**src/hdl/trw_pkg.sv**
```systemverilog
// package for the target-reached window monitor
// assumes a 100 MHz core clock and an object-indexed register port
package trw_pkg;
    // object indices of the register port
    localparam logic [15:0] IDX_POSITION_WINDOW = 16'h6067;
    localparam logic [15:0] IDX_POSITION_WINDOW_TIME = 16'h6068;
    localparam logic [15:0] IDX_VELOCITY_DEMAND = 16'h606B;
    localparam logic [15:0] IDX_VELOCITY_ACTUAL = 16'h606C;
    localparam logic [15:0] IDX_VELOCITY_WINDOW = 16'h606D;
    localparam logic [15:0] IDX_VELOCITY_WINDOW_TIME = 16'h606E;
    localparam logic [15:0] IDX_FOLLOWING_ERROR_TIMEOUT = 16'h6066;
    // preset values
    localparam logic [31:0] RST_POSITION_WINDOW = 32'h0000000A;
    localparam logic [15:0] RST_POSITION_WINDOW_TIME = 16'h0064;
    localparam logic [15:0] RST_VELOCITY_WINDOW = 16'h001E;
    localparam logic [15:0] RST_VELOCITY_WINDOW_TIME = 16'h0000;
    localparam logic [15:0] RST_FOLLOWING_ERROR_TIMEOUT = 16'h0064;
    // window value that switches position monitoring off
    localparam logic [31:0] POSITION_WINDOW_OFF = 32'hFFFFFFFF;
    // status word bit position of target reached
    localparam int TARGET_REACHED_BIT = 10;
    // operating modes
    localparam logic [7:0] MODE_PROFILE_POSITION = 8'h01;
    localparam logic [7:0] MODE_PROFILE_VELOCITY = 8'h03;
    localparam logic [7:0] MODE_INTERPOLATED_POSITION = 8'h07;
    // millisecond tick timing
    localparam int CLK_FREQ_HZ = 100_000_000;
    localparam int TICK_PERIOD_MS = 1;
    localparam int TICK_CYCLES = CLK_FREQ_HZ / 1000 * TICK_PERIOD_MS;
    localparam int TICK_CNT_W = 17;
endpackage

```
**src/hdl/win_if.sv**
```systemverilog
// interface carrying one window check to its persistence timer
// assumes both ends share clk_in
`timescale 1ns/10ps
interface win_if;
    logic in_window;
    logic enable;
    logic [15:0] hold_ms;
    logic ms_tick;
    logic reached;
    modport monitor (input in_window, input enable, input hold_ms, input ms_tick,
        output reached);
    modport source (output in_window, output enable, output hold_ms, output ms_tick,
        input reached);
endinterface

```
**src/hdl/window_timer.sv**
```systemverilog
// persistence timer: flags reached after in-window lasts longer than hold
// assumes a one-cycle millisecond tick on the same clock
`timescale 1ns/10ps
module window_timer (
    input wire logic clk_in,        // core clock
    input wire logic reset_n_in,    // async reset, active low
    win_if.monitor win              // window check
);
    logic [16:0] ms_reg;
    logic [16:0] ms_next;
    logic reached_reg;
    logic reached_next;

    // count whole ms in window, restart on leaving
    always_comb begin
        ms_next = ms_reg;
        reached_next = reached_reg;
        // [RULE12] restart on exit
        if (!win.enable || !win.in_window) begin
            ms_next = '0;
            reached_next = 1'b0;
        end else begin
            if (win.ms_tick && !reached_reg) begin
                ms_next = ms_reg + 17'd1;
            end
            // [RULE2] longer than hold
            if (ms_reg > {1'b0, win.hold_ms}) begin
                reached_next = 1'b1;
            end
        end
    end

    // state registers
    always_ff @(posedge clk_in or negedge reset_n_in) begin
        if (!reset_n_in) begin
            ms_reg <= '0;
            reached_reg <= 1'b0;
        end else begin
            ms_reg <= ms_next;
            reached_reg <= reached_next;
        end
    end

    assign win.reached = reached_reg;
endmodule

```
**src/hdl/target_reached_window_monitor.sv**
```systemverilog
// target-reached window monitor for position and velocity targets
// assumes all inputs are on clk_in except mode, target, ramp and feedback values
// Overview of operation
// [RULE1] Target reached is set when |position - target| is below the position window.
// [RULE2] Position target reached needs the in-window state to last longer than the hold time.
// [RULE3] A position window of all ones switches position monitoring off.
// [RULE4] Position targets count only in profile and interpolated position modes, timed in ms.
// [RULE5] Target reached is set when |speed - set speed| is below the velocity window.
// [RULE6] Velocity target reached needs the in-window state to last longer than the hold time.
// [RULE7] Velocity targets are met only after staying in window for the velocity window time.
// [RULE8] The velocity window, preset 30, is symmetric about the target speed in velocity mode.
// [RULE9] The ramp generator output is shown as velocity demand and is the speed setpoint.
// [RULE10] Actual speed is reported read-only as a signed 32-bit value.
// [RULE11] The following-error timeout is counted in milliseconds.
// [RULE12] Leaving the window early restarts the timer and clears target reached.
`timescale 1ns/10ps
module target_reached_window_monitor
    import trw_pkg::*;
#(
    parameter int TICK_DIV = TICK_CYCLES
) (
    input wire logic clk_in,                  // core clock
    input wire logic reset_n_in,              // async reset, active low
    input wire logic [7:0] mode_in,           // operating mode (async)
    input wire logic signed [31:0] pos_actual_in,  // actual position (async)
    input wire logic signed [31:0] pos_target_in,  // target position (async)
    input wire logic signed [31:0] ramp_velocity_in, // ramp generator output (async)
    input wire logic signed [31:0] vel_actual_in,  // measured speed (async)
    input wire logic obj_wr_in,               // object write strobe
    input wire logic [15:0] obj_index_in,     // object index
    input wire logic [31:0] obj_wdata_in,     // write data
    output logic [31:0] obj_rdata_out,        // read data
    output logic obj_hit_out,                 // index is mapped
    output logic signed [31:0] speed_setpoint_out, // setpoint to speed controller
    output logic target_reached_out           // status word bit 10
);
    logic [7:0] mode_s1_reg;
    logic [7:0] mode_s2_reg;
    logic signed [31:0] pa_s1_reg, pa_s2_reg;
    logic signed [31:0] pt_s1_reg, pt_s2_reg;
    logic signed [31:0] rv_s1_reg, rv_s2_reg;
    logic signed [31:0] va_s1_reg, va_s2_reg;
    logic [31:0] pos_win_reg, pos_win_next;
    logic [15:0] pos_time_reg, pos_time_next;
    logic [15:0] vel_win_reg, vel_win_next;
    logic [15:0] vel_time_reg, vel_time_next;
    logic [15:0] fe_to_reg, fe_to_next;
    logic [TICK_CNT_W-1:0] tick_reg, tick_next;
    logic ms_tick;
    logic [32:0] pos_diff;
    logic [32:0] vel_diff;
    logic [32:0] pos_abs;
    logic [32:0] vel_abs;
    logic pos_mode;
    logic vel_mode;
    logic [15:0] pos_hold;
    logic [15:0] vel_hold;
    logic pos_hit;
    logic vel_hit;
    logic [31:0] rdata_reg, rdata_next;
    logic hit_reg, hit_next;
    logic tr_reg, tr_next;

    win_if pos_w ();
    win_if vel_w ();

    // two-flop synchronisers for external values
    always_ff @(posedge clk_in or negedge reset_n_in) begin
        if (!reset_n_in) begin
            mode_s1_reg <= '0;
            mode_s2_reg <= '0;
            pa_s1_reg <= '0;
            pa_s2_reg <= '0;
            pt_s1_reg <= '0;
            pt_s2_reg <= '0;
            rv_s1_reg <= '0;
            rv_s2_reg <= '0;
            va_s1_reg <= '0;
            va_s2_reg <= '0;
        end else begin
            mode_s1_reg <= mode_in;
            mode_s2_reg <= mode_s1_reg;
            pa_s1_reg <= pos_actual_in;
            pa_s2_reg <= pa_s1_reg;
            pt_s1_reg <= pos_target_in;
            pt_s2_reg <= pt_s1_reg;
            rv_s1_reg <= ramp_velocity_in;
            rv_s2_reg <= rv_s1_reg;
            va_s1_reg <= vel_actual_in;
            va_s2_reg <= va_s1_reg;
        end
    end

    // object writes and ms tick divider
    always_comb begin
        pos_win_next = pos_win_reg;
        pos_time_next = pos_time_reg;
        vel_win_next = vel_win_reg;
        vel_time_next = vel_time_reg;
        fe_to_next = fe_to_reg;
        if (obj_wr_in) begin
            case (obj_index_in)
                IDX_POSITION_WINDOW: pos_win_next = obj_wdata_in;
                IDX_POSITION_WINDOW_TIME: pos_time_next = obj_wdata_in[15:0];
                IDX_VELOCITY_WINDOW: vel_win_next = obj_wdata_in[15:0];
                IDX_VELOCITY_WINDOW_TIME: vel_time_next = obj_wdata_in[15:0];
                IDX_FOLLOWING_ERROR_TIMEOUT: fe_to_next = obj_wdata_in[15:0];
                default: pos_win_next = pos_win_reg;
            endcase
        end
        // [RULE11] millisecond time base
        if (tick_reg == TICK_CNT_W'(TICK_DIV - 1)) begin
            tick_next = '0;
        end else begin
            tick_next = tick_reg + TICK_CNT_W'(1);
        end
    end

    // configuration registers
    always_ff @(posedge clk_in or negedge reset_n_in) begin
        if (!reset_n_in) begin
            pos_win_reg <= RST_POSITION_WINDOW;
            pos_time_reg <= RST_POSITION_WINDOW_TIME;
            vel_win_reg <= RST_VELOCITY_WINDOW;
            vel_time_reg <= RST_VELOCITY_WINDOW_TIME;
            fe_to_reg <= RST_FOLLOWING_ERROR_TIMEOUT;
            tick_reg <= '0;
        end else begin
            pos_win_reg <= pos_win_next;
            pos_time_reg <= pos_time_next;
            vel_win_reg <= vel_win_next;
            vel_time_reg <= vel_time_next;
            fe_to_reg <= fe_to_next;
            tick_reg <= tick_next;
        end
    end

    assign ms_tick = (tick_reg == TICK_CNT_W'(TICK_DIV - 1));

    // deviation and window compare
    always_comb begin
        pos_diff = {pa_s2_reg[31], pa_s2_reg} - {pt_s2_reg[31], pt_s2_reg};
        vel_diff = {va_s2_reg[31], va_s2_reg} - {rv_s2_reg[31], rv_s2_reg};
        pos_abs = pos_diff[32] ? 33'(-pos_diff) : pos_diff;
        // [RULE5] symmetric speed range
        vel_abs = vel_diff[32] ? 33'(-vel_diff) : vel_diff;
        // [RULE1] position deviation check
        pos_hit = pos_abs < {1'b0, pos_win_reg};
        // [RULE8] velocity window compare
        vel_hit = vel_abs < {17'h00000, vel_win_reg};
        // [RULE4] position modes only
        pos_mode = (mode_s2_reg == MODE_PROFILE_POSITION) ||
            (mode_s2_reg == MODE_INTERPOLATED_POSITION);
        vel_mode = (mode_s2_reg == MODE_PROFILE_VELOCITY);
        // [RULE2] larger of timeout and window time
        pos_hold = (fe_to_reg > pos_time_reg) ? fe_to_reg : pos_time_reg;
        // [RULE6] [RULE7] larger of timeout and window time
        vel_hold = (fe_to_reg > vel_time_reg) ? fe_to_reg : vel_time_reg;
    end

    // drive window timers
    assign pos_w.in_window = pos_hit;
    // [RULE3] all-ones window disables
    assign pos_w.enable = pos_mode && (pos_win_reg != POSITION_WINDOW_OFF);
    assign pos_w.hold_ms = pos_hold;
    assign pos_w.ms_tick = ms_tick;
    assign vel_w.in_window = vel_hit;
    assign vel_w.enable = vel_mode;
    assign vel_w.hold_ms = vel_hold;
    assign vel_w.ms_tick = ms_tick;

    window_timer u_pos_timer (
        .clk_in(clk_in),
        .reset_n_in(reset_n_in),
        .win(pos_w.monitor)
    );

    window_timer u_vel_timer (
        .clk_in(clk_in),
        .reset_n_in(reset_n_in),
        .win(vel_w.monitor)
    );

    // read mux and status bit, registered below
    always_comb begin
        hit_next = 1'b1;
        // status word bit from either timer
        tr_next = pos_w.reached | vel_w.reached;
        case (obj_index_in)
            IDX_POSITION_WINDOW: rdata_next = pos_win_reg;
            IDX_POSITION_WINDOW_TIME: rdata_next = {16'h0000, pos_time_reg};
            // [RULE9] demand readback
            IDX_VELOCITY_DEMAND: rdata_next = rv_s2_reg;
            // [RULE10] actual speed readback
            IDX_VELOCITY_ACTUAL: rdata_next = va_s2_reg;
            IDX_VELOCITY_WINDOW: rdata_next = {16'h0000, vel_win_reg};
            IDX_VELOCITY_WINDOW_TIME: rdata_next = {16'h0000, vel_time_reg};
            IDX_FOLLOWING_ERROR_TIMEOUT: rdata_next = {16'h0000, fe_to_reg};
            default: begin
                rdata_next = 32'h00000000;
                hit_next = 1'b0;
            end
        endcase
    end

    // output registers, read answer lags the index by one cycle
    always_ff @(posedge clk_in or negedge reset_n_in) begin
        if (!reset_n_in) begin
            rdata_reg <= 32'h00000000;
            hit_reg <= 1'b0;
            tr_reg <= 1'b0;
        end else begin
            rdata_reg <= rdata_next;
            hit_reg <= hit_next;
            tr_reg <= tr_next;
        end
    end

    assign obj_rdata_out = rdata_reg;
    assign obj_hit_out = hit_reg;
    // [RULE9] ramp output as setpoint
    assign speed_setpoint_out = rv_s2_reg;
    assign target_reached_out = tr_reg;
endmodule

```
**config.mk**
```make
export PLATFORM = sky130hd
export DESIGN_NAME = target_reached_window_monitor
export DESIGN_NICKNAME = d
export VERILOG_FILES = /design/src/hdl/trw_pkg.sv /design/src/hdl/win_if.sv /design/src/hdl/window_timer.sv /design/src/hdl/target_reached_window_monitor.sv
export SDC_FILE = /design/constraint.sdc
export NUM_CORES = 1
export LEC_CHECK = 0
export BUFFER_PORTS_ARGS = -buffer_cell sky130_fd_sc_hd__clkbuf_2
export CORE_UTILIZATION = 55
export DETAILED_ROUTE_END_ITERATION = 10
export MAX_ROUTING_LAYER = met4
export PLACE_DENSITY = 0.76
export SYNTH_ARGS = -nofsm -noshare
export SYNTH_HDL_FRONTEND = slang
export SYNTH_SLANG_ARGS = --single-unit
```
**constraint.sdc**
```tcl
create_clock -name clk_in -period 6.68 [get_ports clk_in]
set_input_delay 1.336 -clock clk_in [delete_from_list [all_inputs] [get_ports clk_in]]
set_output_delay 1.336 -clock clk_in [all_outputs]
set_load 0.03 [all_outputs]
```
==> results of run 1 <==
## worst paths after layout
path | from | endpoint | slack (ps) | depth (start not counted)
min reg2reg | pt_s1_reg[29]$_DFF_PN0_ | pt_s2_reg[29]$_DFF_PN0_ | 340 | 0
min in group asynchronous | reset_n_in | u_vel_timer.ms_reg[2]$_DFFE_PN0P_ | 650 | 1
min | pt_s1_reg[29]$_DFF_PN0_ | pt_s2_reg[29]$_DFF_PN0_ | 340 | 0
max | va_s2_reg[0]$_DFF_PN0_ | u_vel_timer.win.reached$_DFFE_PN0P_ | 590 | 24
max reg2reg | va_s2_reg[0]$_DFF_PN0_ | u_vel_timer.win.reached$_DFFE_PN0P_ | 590 | 24
max in group asynchronous | reset_n_in | rv_s1_reg[20]$_DFF_PN0_ | 4680 | 2
## worst max-delay path, stage by stage, from the launching register on
cell and delay [ps]:
dfrtp_1 380, inv_1 60, ha_1 170, inv_1 70, fa_1 430, a21o_1 200
a221o_2 440, a211oi_4 380, o311a_1 270, o2111ai_1 190, nand2_1 560, nand2_1 120
o21ai_0 120, ha_1 280, a21boi_0 120, o21a_1 170, o21ai_0 140, a21oi_1 80
o21ai_0 170, a2111oi_0 140, nand3b_1 190, a221o_1 290, nor4_2 250, nand4b_4 430
a211oi_1 350
## logic make-up after synthesis
kind of cell / after synthesis / synth area share
compound gates: 535 / 0.148
flops: 455 / 0.475
buf+inv: 252 / 0.0401
mux: 134 / 0.0603
fa+ha+maj: 181 / 0.0950
simple gates: 621 / 0.135
xor+xnor: 126 / 0.0460
## metal layers
metal  vias to the layer above  GRT usage  wire [um]
met4                         0      0.146       3240
met1                      9304      0.379      27400
met2                       660      0.477      30200
met5                         -          -          0
met3                       203     0.0552       3990
li1                       8804          -          -
## synth_stat cells, drive strengths merged, types with 19 or more instances
| master | count |
|---|---|
| nor3 | 49 |
| xor2 | 59 |
| dfrtp | 443 |
| a22oi | 32 |
| or3 | 21 |
| inv | 179 |
| and3 | 25 |
| a211oi | 26 |
| clkbuf | 58 |
| mux2i | 50 |
| a21o | 43 |
| nor4 | 40 |
| mux2 | 84 |
| a21oi | 109 |
| o21a | 45 |
| nand4 | 56 |
| nand2 | 180 |
| nand3 | 54 |
| xnor2 | 67 |
| ha | 179 |
| nor2 | 101 |
| o21ai | 142 |
| nor2b | 19 |
## per-stage QoR
| step | power, mW | util | instance area (um^2) | cells | hold WS [ps] |
|---|---|---|---|---|---|
| finish | 6.77 | 0.640 | 27500 | 3173 | 341 |
| global route | 7.07 | 0.640 | 27500 | 3173 | 346 |
| CTS | 6.82 | 0.639 | 27500 | 3172 | 345 |
| detailed placement | 4.07 | 0.601 | 25900 | 3086 | 335 |
| global placement | 4.04 | 0.601 | 25900 | 3086 | 331 |
| floorplan | 3.69 | - | 24000 | 2304 | 331 |
## layout make-up
type                    count  area (um^2)
inverters                 179          672
clock inverters            26          339
clock buffers              60         1290
well taps                 585          732
fillers                  3413        15500
repair buffers            271         1440
flip-flops and latches    455        11400
multi-input cells        1597        11700
## repair_timing
item	CTS	global route
setup endpoints to repair	0	10
hold buffers	0	0
resized for setup	0	1
## placed cells by master (no fill, tap or decap), types with 39 or more instances in the layout
cell / Yosys / layout
nand3_1: 54 / 54
inv_1: 179 / 179
dfrtp_1: 443 / 443
xor2_1: 59 / 59
mux2i_1: 50 / 50
a21o_1: 43 / 43
nand2_1: 180 / 179
nor3_1: 39 / 39
nand4_1: 56 / 56
o21a_1: 45 / 45
o21ai_0: 139 / 139
a21oi_1: 109 / 109
mux2_2: 84 / 84
clkbuf_16: 0 / 46
nor2_1: 101 / 101
clkbuf_2: 0 / 251
xnor2_1: 67 / 67
ha_1: 179 / 179
## power groups by stage
stage	Clock, mW	Combinational (mW)	Sequential [mW]
6_report	2.73	1.15	2.88
5_1_grt	2.89	1.28	2.89
4_1_cts	2.79	1.14	2.88
3_5_place_dp	0	1.13	2.93
3_3_place_gp	0	1.11	2.93
2_1_floorplan	0	0.757	2.93
==> metrics.csv, run 1 <==
metric,value,unit
power_frac_clock,0.403,
synth_edf_count,0,
drive_above_1_share,0.187,
synth_cells,2304,
cp.arrival,6600,ps
endpoint_kind,register,
finalHoldViolCount,0,
die_h,211,um
min_path_type,register to register,
maxCapViolCount,0,
clockBufferDepth,3,
irDropWorstVdd,0.259,mV
internal-power,4.86,mW
clock_latency,600,ps
rsz0062_at_grt,no,
wirelength,64800,um
io_pins,253,
yosysTopAreaCell,dfrtp_1,
power.switching,1.90,mW
setup_viol,0,
antenna_found_initial,1,
synth_area,24000,um^2
dieArea,44500,um^2
async_reset_ff_frac,1.00,
clk_pin_slew,60,ps
drt_iter0_drc,1320,
worst_ep_required_time,7180,ps
fmax,164,MHz
status,finished clean,
critPathMaxFanout,23,
p_seq_frac,0.426,
grt_pass1_wl,102000,um
area_delta_synth_final,14.8,%
drtAntennaViolNets,0,
cts.sinks,455,
cts_root_buf,clkbuf_16,
postSynthAreaPerCell,10.4,um^2
ys_seq_area_frac,0.475,
fin_crit_sh,0.912,
grt_pass1_vias,18800,
drc,0,
pre_cts_slack,629,ps
skew,16.4,ps
yosys.cell_types.count,80,
synth_seq_cells,455,
slew_headroom,0.239,
combPwrFrac,0.170,
nNetsFinal,2918,
synth_ff_type,dfrtp_1,
drt_first_pass_iters,8,
crit_type,register to register,
wl_per_cell,20.4,um
power.density,246,nW/um^2
final_max_slew_viol_count,0,
fin_crit,6090,ps
power.leakage,13.2,nW
yosysWarnings,0,
routabilityCongestion,0.972,
dp_hpwl,49300,um
worst_pin_slew,1130,ps
fp.dieW,211,um
synth.top_cell.area_share,0.462,
rows,76,
timing.final.ws_setup,586,ps
synthTopCellsByArea,"dfrtp_1, ha_1, mux2_2, o21ai_0, nand2_1",
grt-ovfl-total,0,
grt_usage,0.303,
antennaDiodeCount,0,
cts_buffers,46,
netSwitchingFraction,0.281,
synth.net_count,2672,
cts_tree,built,
tns,0,ps
via_per_inst,5.98,
vias,19000,
start_kind,register,
grt_max_degree,177,
initial_utilization,0.557,
htreeDepth,2,
postCtsSetupBuffers,0,
fp.coreArea,43100,um^2
port_buffers,252,
No activity file was read; power rests on OpenSTA's default activity.
==> inputs of run 2 (changes only) <==
CELL_PAD_IN_SITES_DETAIL_PLACEMENT = 1   (was not set)
CELL_PAD_IN_SITES_GLOBAL_PLACEMENT = 1   (was not set)
CORE_UTILIZATION = 47   (was 55)
PLACE_DENSITY = 0.82   (was 0.76)
SLEW_MARGIN = 20   (was not set)
==> metrics.csv, run 2 (synthesis results as in run 1) <==
metric,value,unit
status,finished clean,
timing.final.ws_setup,696,ps
drt_first_pass_iters,9,
cts_root_buf,clkbuf_16,
wl_per_cell,23.8,um
pre_cts_slack,634,ps
maxCapViolCount,0,
crit_type,register to register,
port_buffers,252,
io_pins,253,
grt-ovfl-total,0,
start_kind,register,
slew_headroom,0.312,
rsz0062_at_grt,no,
final_common_cell,dfrtp_1,
grt_pass1_vias,21000,
fin_crit,5980,ps
postCtsSetupBuffers,0,
drtAntennaViolNets,0,
cts.sinks,455,
final_max_slew_viol_count,0,
endpoint_kind,register,
cts_buffers,48,
finalHoldViolCount,0,
irDropWorstVdd,0.243,mV
dp_hpwl,59100,um
holdWs,348,ps
clockBufferDepth,3,
grt_usage,0.309,
drt_iter0_drc,1281,
setup_viol,0,
fp.dieW,228,um
drc,0,
dieArea,52000,um^2
vias,19500,
power.density,251,nW/um^2
fmax,167,MHz
critPathMaxFanout,18,
grt_pass1_wl,122000,um
area_delta_synth_final,15.8,%
die_h,228,um
tns,0,ps
skew,20.0,ps
mostFrequentLayoutCells,"dfrtp_1, clkbuf_2, nand2_1, inv_1, ha_1",
min_path_type,register to register,
cts_tree,built,
hold_buffers,0,
fin_crit_sh,0.896,
drive_above_1_share,0.189,
cp.arrival,6480,ps
power.leakage,13.3,nW
wirelength,77900,um
initial_utilization,0.477,
clock_latency,610,ps
worst_pin_slew,1020,ps
antenna_found_initial,4,
rows,82,
routabilityCongestion,0.911,
num-fill-cells,5570,
grt_max_degree,168,
worst_ep_required_time,7180,ps
via_per_inst,5.96,
fp.coreArea,50300,um^2
nNetsFinal,2925,
htreeDepth,2,
clk_pin_slew,70,ps
## run 2: cell count changes in the layout (fill, tap and decap cells not counted), sizes merged
cell / change
buf: +6
bufinv: +2
clkbuf: +4
clkinv: +1
clkinvlp: -1
diode: +3
inv: -4
## run 2: stage by stage
stage	area (um^2)	std cells	power (mW)	util
6_report	27800	3271	6.97	0.553
5_1_grt	27800	3271	7.25	0.553
3_5_place_dp	26000	3179	4.12	0.518
3_3_place_gp	26000	3179	4.06	0.518
4_1_cts	27800	3268	7.02	0.552
2_1_floorplan	24000	2304	3.69	-
## run 2: critical path, cell delays in order (launching register included)
cell and delay, ps:
dfrtp_1 380, inv_1 60, ha_1 140, inv_1 60, fa_1 420, a21o_1 200
a221o_2 430, a211oi_4 410, o311a_1 280, o2111ai_1 180, nand2_1 470, nand2_1 110
o21ai_0 100, ha_1 270, a21boi_0 130, o21a_1 180, o21ai_0 170, a21oi_1 90
o21ai_0 170, a2111oi_0 130, nand3b_1 180, a221o_1 290, nor4_2 250, nand4b_4 400
a211oi_1 340
## run 2: final timing paths
path                            slack, ps                    start  depth (start not counted)                                  end
max in group asynchronous            4640               reset_n_in                          2              pt_s2_reg[21]$_DFF_PN0_
worst min-delay path                  350  pt_s1_reg[20]$_DFF_PN0_                          0              pt_s2_reg[20]$_DFF_PN0_
worst max-delay path                  700   va_s2_reg[0]$_DFF_PN0_                         24  u_vel_timer.win.reached$_DFFE_PN0P_
min in group asynchronous             760               reset_n_in                          1             fe_to_reg[1]$_DFFE_PN0P_
worst min register to register        350  pt_s1_reg[20]$_DFF_PN0_                          0              pt_s2_reg[20]$_DFF_PN0_
worst max register to register        700   va_s2_reg[0]$_DFF_PN0_                         24  u_vel_timer.win.reached$_DFFE_PN0P_
## run 2: power breakdown
part           internal [mW]  leakage [nW]  switching (mW)
Clock                   1.70         0.835            1.17
Sequential              2.84          5.53          0.0488
Combinational          0.435          6.95           0.766
## run 2: what timing repair did
| item | 4_1_cts | 5_1_grt |
|---|---|---|
| gates resized for setup | 0 | 2 |
| setup endpoints to repair | 0 | 17 |
| hold endpoints to repair | 0 | 0 |
## run 2: area by class of cell
cell class                 instances  area, um^2  share of cell area
sequential                       455       11400               0.410
timing repair buffer             276        1480              0.0531
tap                              672         841              0.0303
inverter                         179         672              0.0242
clock inverter                    24         374              0.0135
clock buffer                      65        1350              0.0484
multi-input combinational       1597       11700               0.420
antenna                            3        7.51            0.000270
## run 2: per-layer routing
layer	vias to the layer above	track usage	wire, um
met4	0	0.114	2930
met5	-	-	0
li1	8821	-	-
met2	594	0.526	39200
met1	9923	0.376	32000
met3	163	0.0399	3720
==> inputs of run 3 (changes only) <==
PLACE_DENSITY = 0.81   (was 0.82)
SKIP_CTS_REPAIR_TIMING = 1   (was not set)
SYNTH_HIERARCHICAL = 1   (was not set)
==> metrics.csv, run 3 <==
metric,value,unit
timing.final.ws_setup,532,ps
finalHoldViolCount,0,
drt_first_pass_iters,6,
nNetsFinal,2833,
tns,0,ps
synth_ff_type,dfrtp_1,
power.leakage,12.8,nW
holdWs,342,ps
wl_per_cell,21.8,um
synth_edf_count,0,
cp.arrival,6660,ps
die_h,226,um
critPathMaxStageDelay,510,ps
worst_ep_required_time,7190,ps
grt-ovfl-total,0,
rsz0062_at_grt,no,
synth.net_count,2562,
wirelength,69100,um
synth.top_cell.area_share,0.469,
critPathMaxFanout,12,
maxCapViolCount,0,
routabilityCongestion,0.943,
slew_headroom,0.373,
crit_top_cell,a31oi_1,
power,6.82,mW
pre_cts_slack,450,ps
ys_seq_area_frac,0.482,
fp.dieW,226,um
clock_latency,600,ps
cts_root_buf,clkbuf_16,
synthTopCellsByArea,"dfrtp_1, ha_1, mux2_2, inv_1, xnor2_1",
final_max_slew_viol_count,0,
cts_buffers,49,
ys_top_cells_by_count,"dfrtp_1, inv_1, ha_1, nand2_1, mux2_2",
power.density,249,nW/um^2
async_reset_ff_frac,1.00,
regArea,11400,um^2
htreeDepth,2,
drc,0,
initial_utilization,0.480,
area_delta_synth_final,15.9,%
fp.coreArea,49300,um^2
rows,81,
synth_area,23600,um^2
postSynthAreaPerCell,10.8,um^2
irDropWorstVdd,0.194,mV
clk_pin_slew,60,ps
grt_pass1_vias,19900,
fin_crit_sh,0.920,
vias,18200,
fmax,163,MHz
num-fill-cells,5375,
drt_iter0_drc,1149,
cp_top_family,simple AND/OR/NAND/NOR gates,
synth_seq_cells,455,
grt_max_degree,165,
multi_input_area,11200,um^2
yosys.cell_types.count,100,
min_path_type,register to register,
yosysMostFrequentCell,dfrtp_1,
grt_pass1_wl,110000,um
dp_hpwl,53200,um
status,finished clean,
path_buf_inv,1,
skew,12.1,ps
clockBufferDepth,3,
crit_path_top_delay_cell,or4b_1,
yosysTopAreaCell,dfrtp_1,
worst_pin_slew,933,ps
fin_crit,6150,ps
synth_cells,2194,
mostFrequentLayoutCells,"dfrtp_1, clkbuf_2, inv_1, ha_1, nand2_1",
cts_tree,built,
dieArea,51200,um^2
drtAntennaViolNets,0,
via_per_inst,5.75,
grt_usage,0.286,
port_buffers,252,
cts.sinks,455,
endpoint_kind,register,
setup_viol,0,
io_pins,253,
drive_above_1_share,0.226,
start_kind,register,
yosysWarnings,6,
antenna_found_initial,1,
final_common_cell,dfrtp_1,
crit_type,register to register,
## run 3: cell count changes in the layout (fill, tap and decap cells not counted), moves of 13 or more
cell	delta
nor2_1	+17
nand2_1	-43
mux2_2	+44
xnor2_1	+13
nor4_1	-26
mux2i_1	-46
nand4_1	-13
o21ai_0	-58
a21oi_1	+15
o21a_1	-13
inv_1	+28
## run 3: worst paths after layout
check,slack [ps],startpoint,cells after the start,end
max,530,pt_s2_reg[0]$_DFF_PN0_,26,u_pos_timer/ms_reg[11]$_DFFE_PN0P_
min,340,pa_s1_reg[14]$_DFF_PN0_,0,pa_s2_reg[14]$_DFF_PN0_
max reg2reg,530,pt_s2_reg[0]$_DFF_PN0_,26,u_pos_timer/ms_reg[11]$_DFFE_PN0P_
min reg2reg,340,pa_s1_reg[14]$_DFF_PN0_,0,pa_s2_reg[14]$_DFF_PN0_
max in group asynchronous,4620,reset_n_in,2,rv_s1_reg[10]$_DFF_PN0_
min in group asynchronous,760,reset_n_in,1,pt_s1_reg[6]$_DFF_PN0_
## run 3: power by group
group | internal, mW | leakage [nW] | switching, mW
clock network | 1.64 | 0.823 | 1.12
logic | 0.454 | 6.26 | 0.711
registers | 2.84 | 5.67 | 0.0481
## run 3: kinds of logic (layout without fill, tap and decap cells)
kind of cell	after synthesis	in the layout	synth area share
mux	132	132	0.0627
other cells	0	1	0
flops	455	455	0.482
buf+inv	263	575	0.0443
fa+ha+maj	181	181	0.0965
simple gates	542	542	0.122
xor+xnor	135	135	0.0504
compound gates	486	486	0.142
## run 3: area by class of cell
cell class                      instances  share of cell area
Antenna cell                            1           0.0000913
Clock buffer                           72              0.0535
Clock inverter                         20             0.00754
Inverter                              207              0.0284
Multi-Input combinational cell       1476               0.410
Sequential cell                       455               0.416
Tap cell                              664              0.0303
Timing Repair Buffer                  276              0.0539
## run 3: layer usage
metal / wire, um / track usage / vias to the layer above
li1: - / - / 8345
met1: 29800 / 0.360 / 9359
met2: 34500 / 0.479 / 421
met3: 2800 / 0.0334 / 115
met4: 2000 / 0.0937 / 0
met5: 0 / - / -
## run 3: worst register-to-register path, stage by stage, from the launching register on
cell	delay, ps
dfrtp_1	380
ha_1	210
fa_1	410
nor2b_1	140
o21a_1	170
o21ai_1	160
a21oi_2	240
a31oi_1	130
xnor2_1	180
or3_4	440
nor4_4	290
or4b_1	510
nor3b_2	280
a31oi_1	150
xor2_1	180
ha_1	320
and4_1	190
a211oi_1	240
nand2_1	80
a31oi_1	130
o21ai_0	130
a21oi_1	150
nor2b_1	70
a311oi_1	310
nand2_2	230
buf_4	230
a21oi_1	120
## run 3: through the flow
step	cells	util	cell area (um^2)
after floorplan	2194	-	23600
after global placement	3078	0.522	25700
after detailed placement	3078	0.522	25700
after CTS	3170	0.556	27400
after global routing	3171	0.556	27400
final	3171	0.556	27400
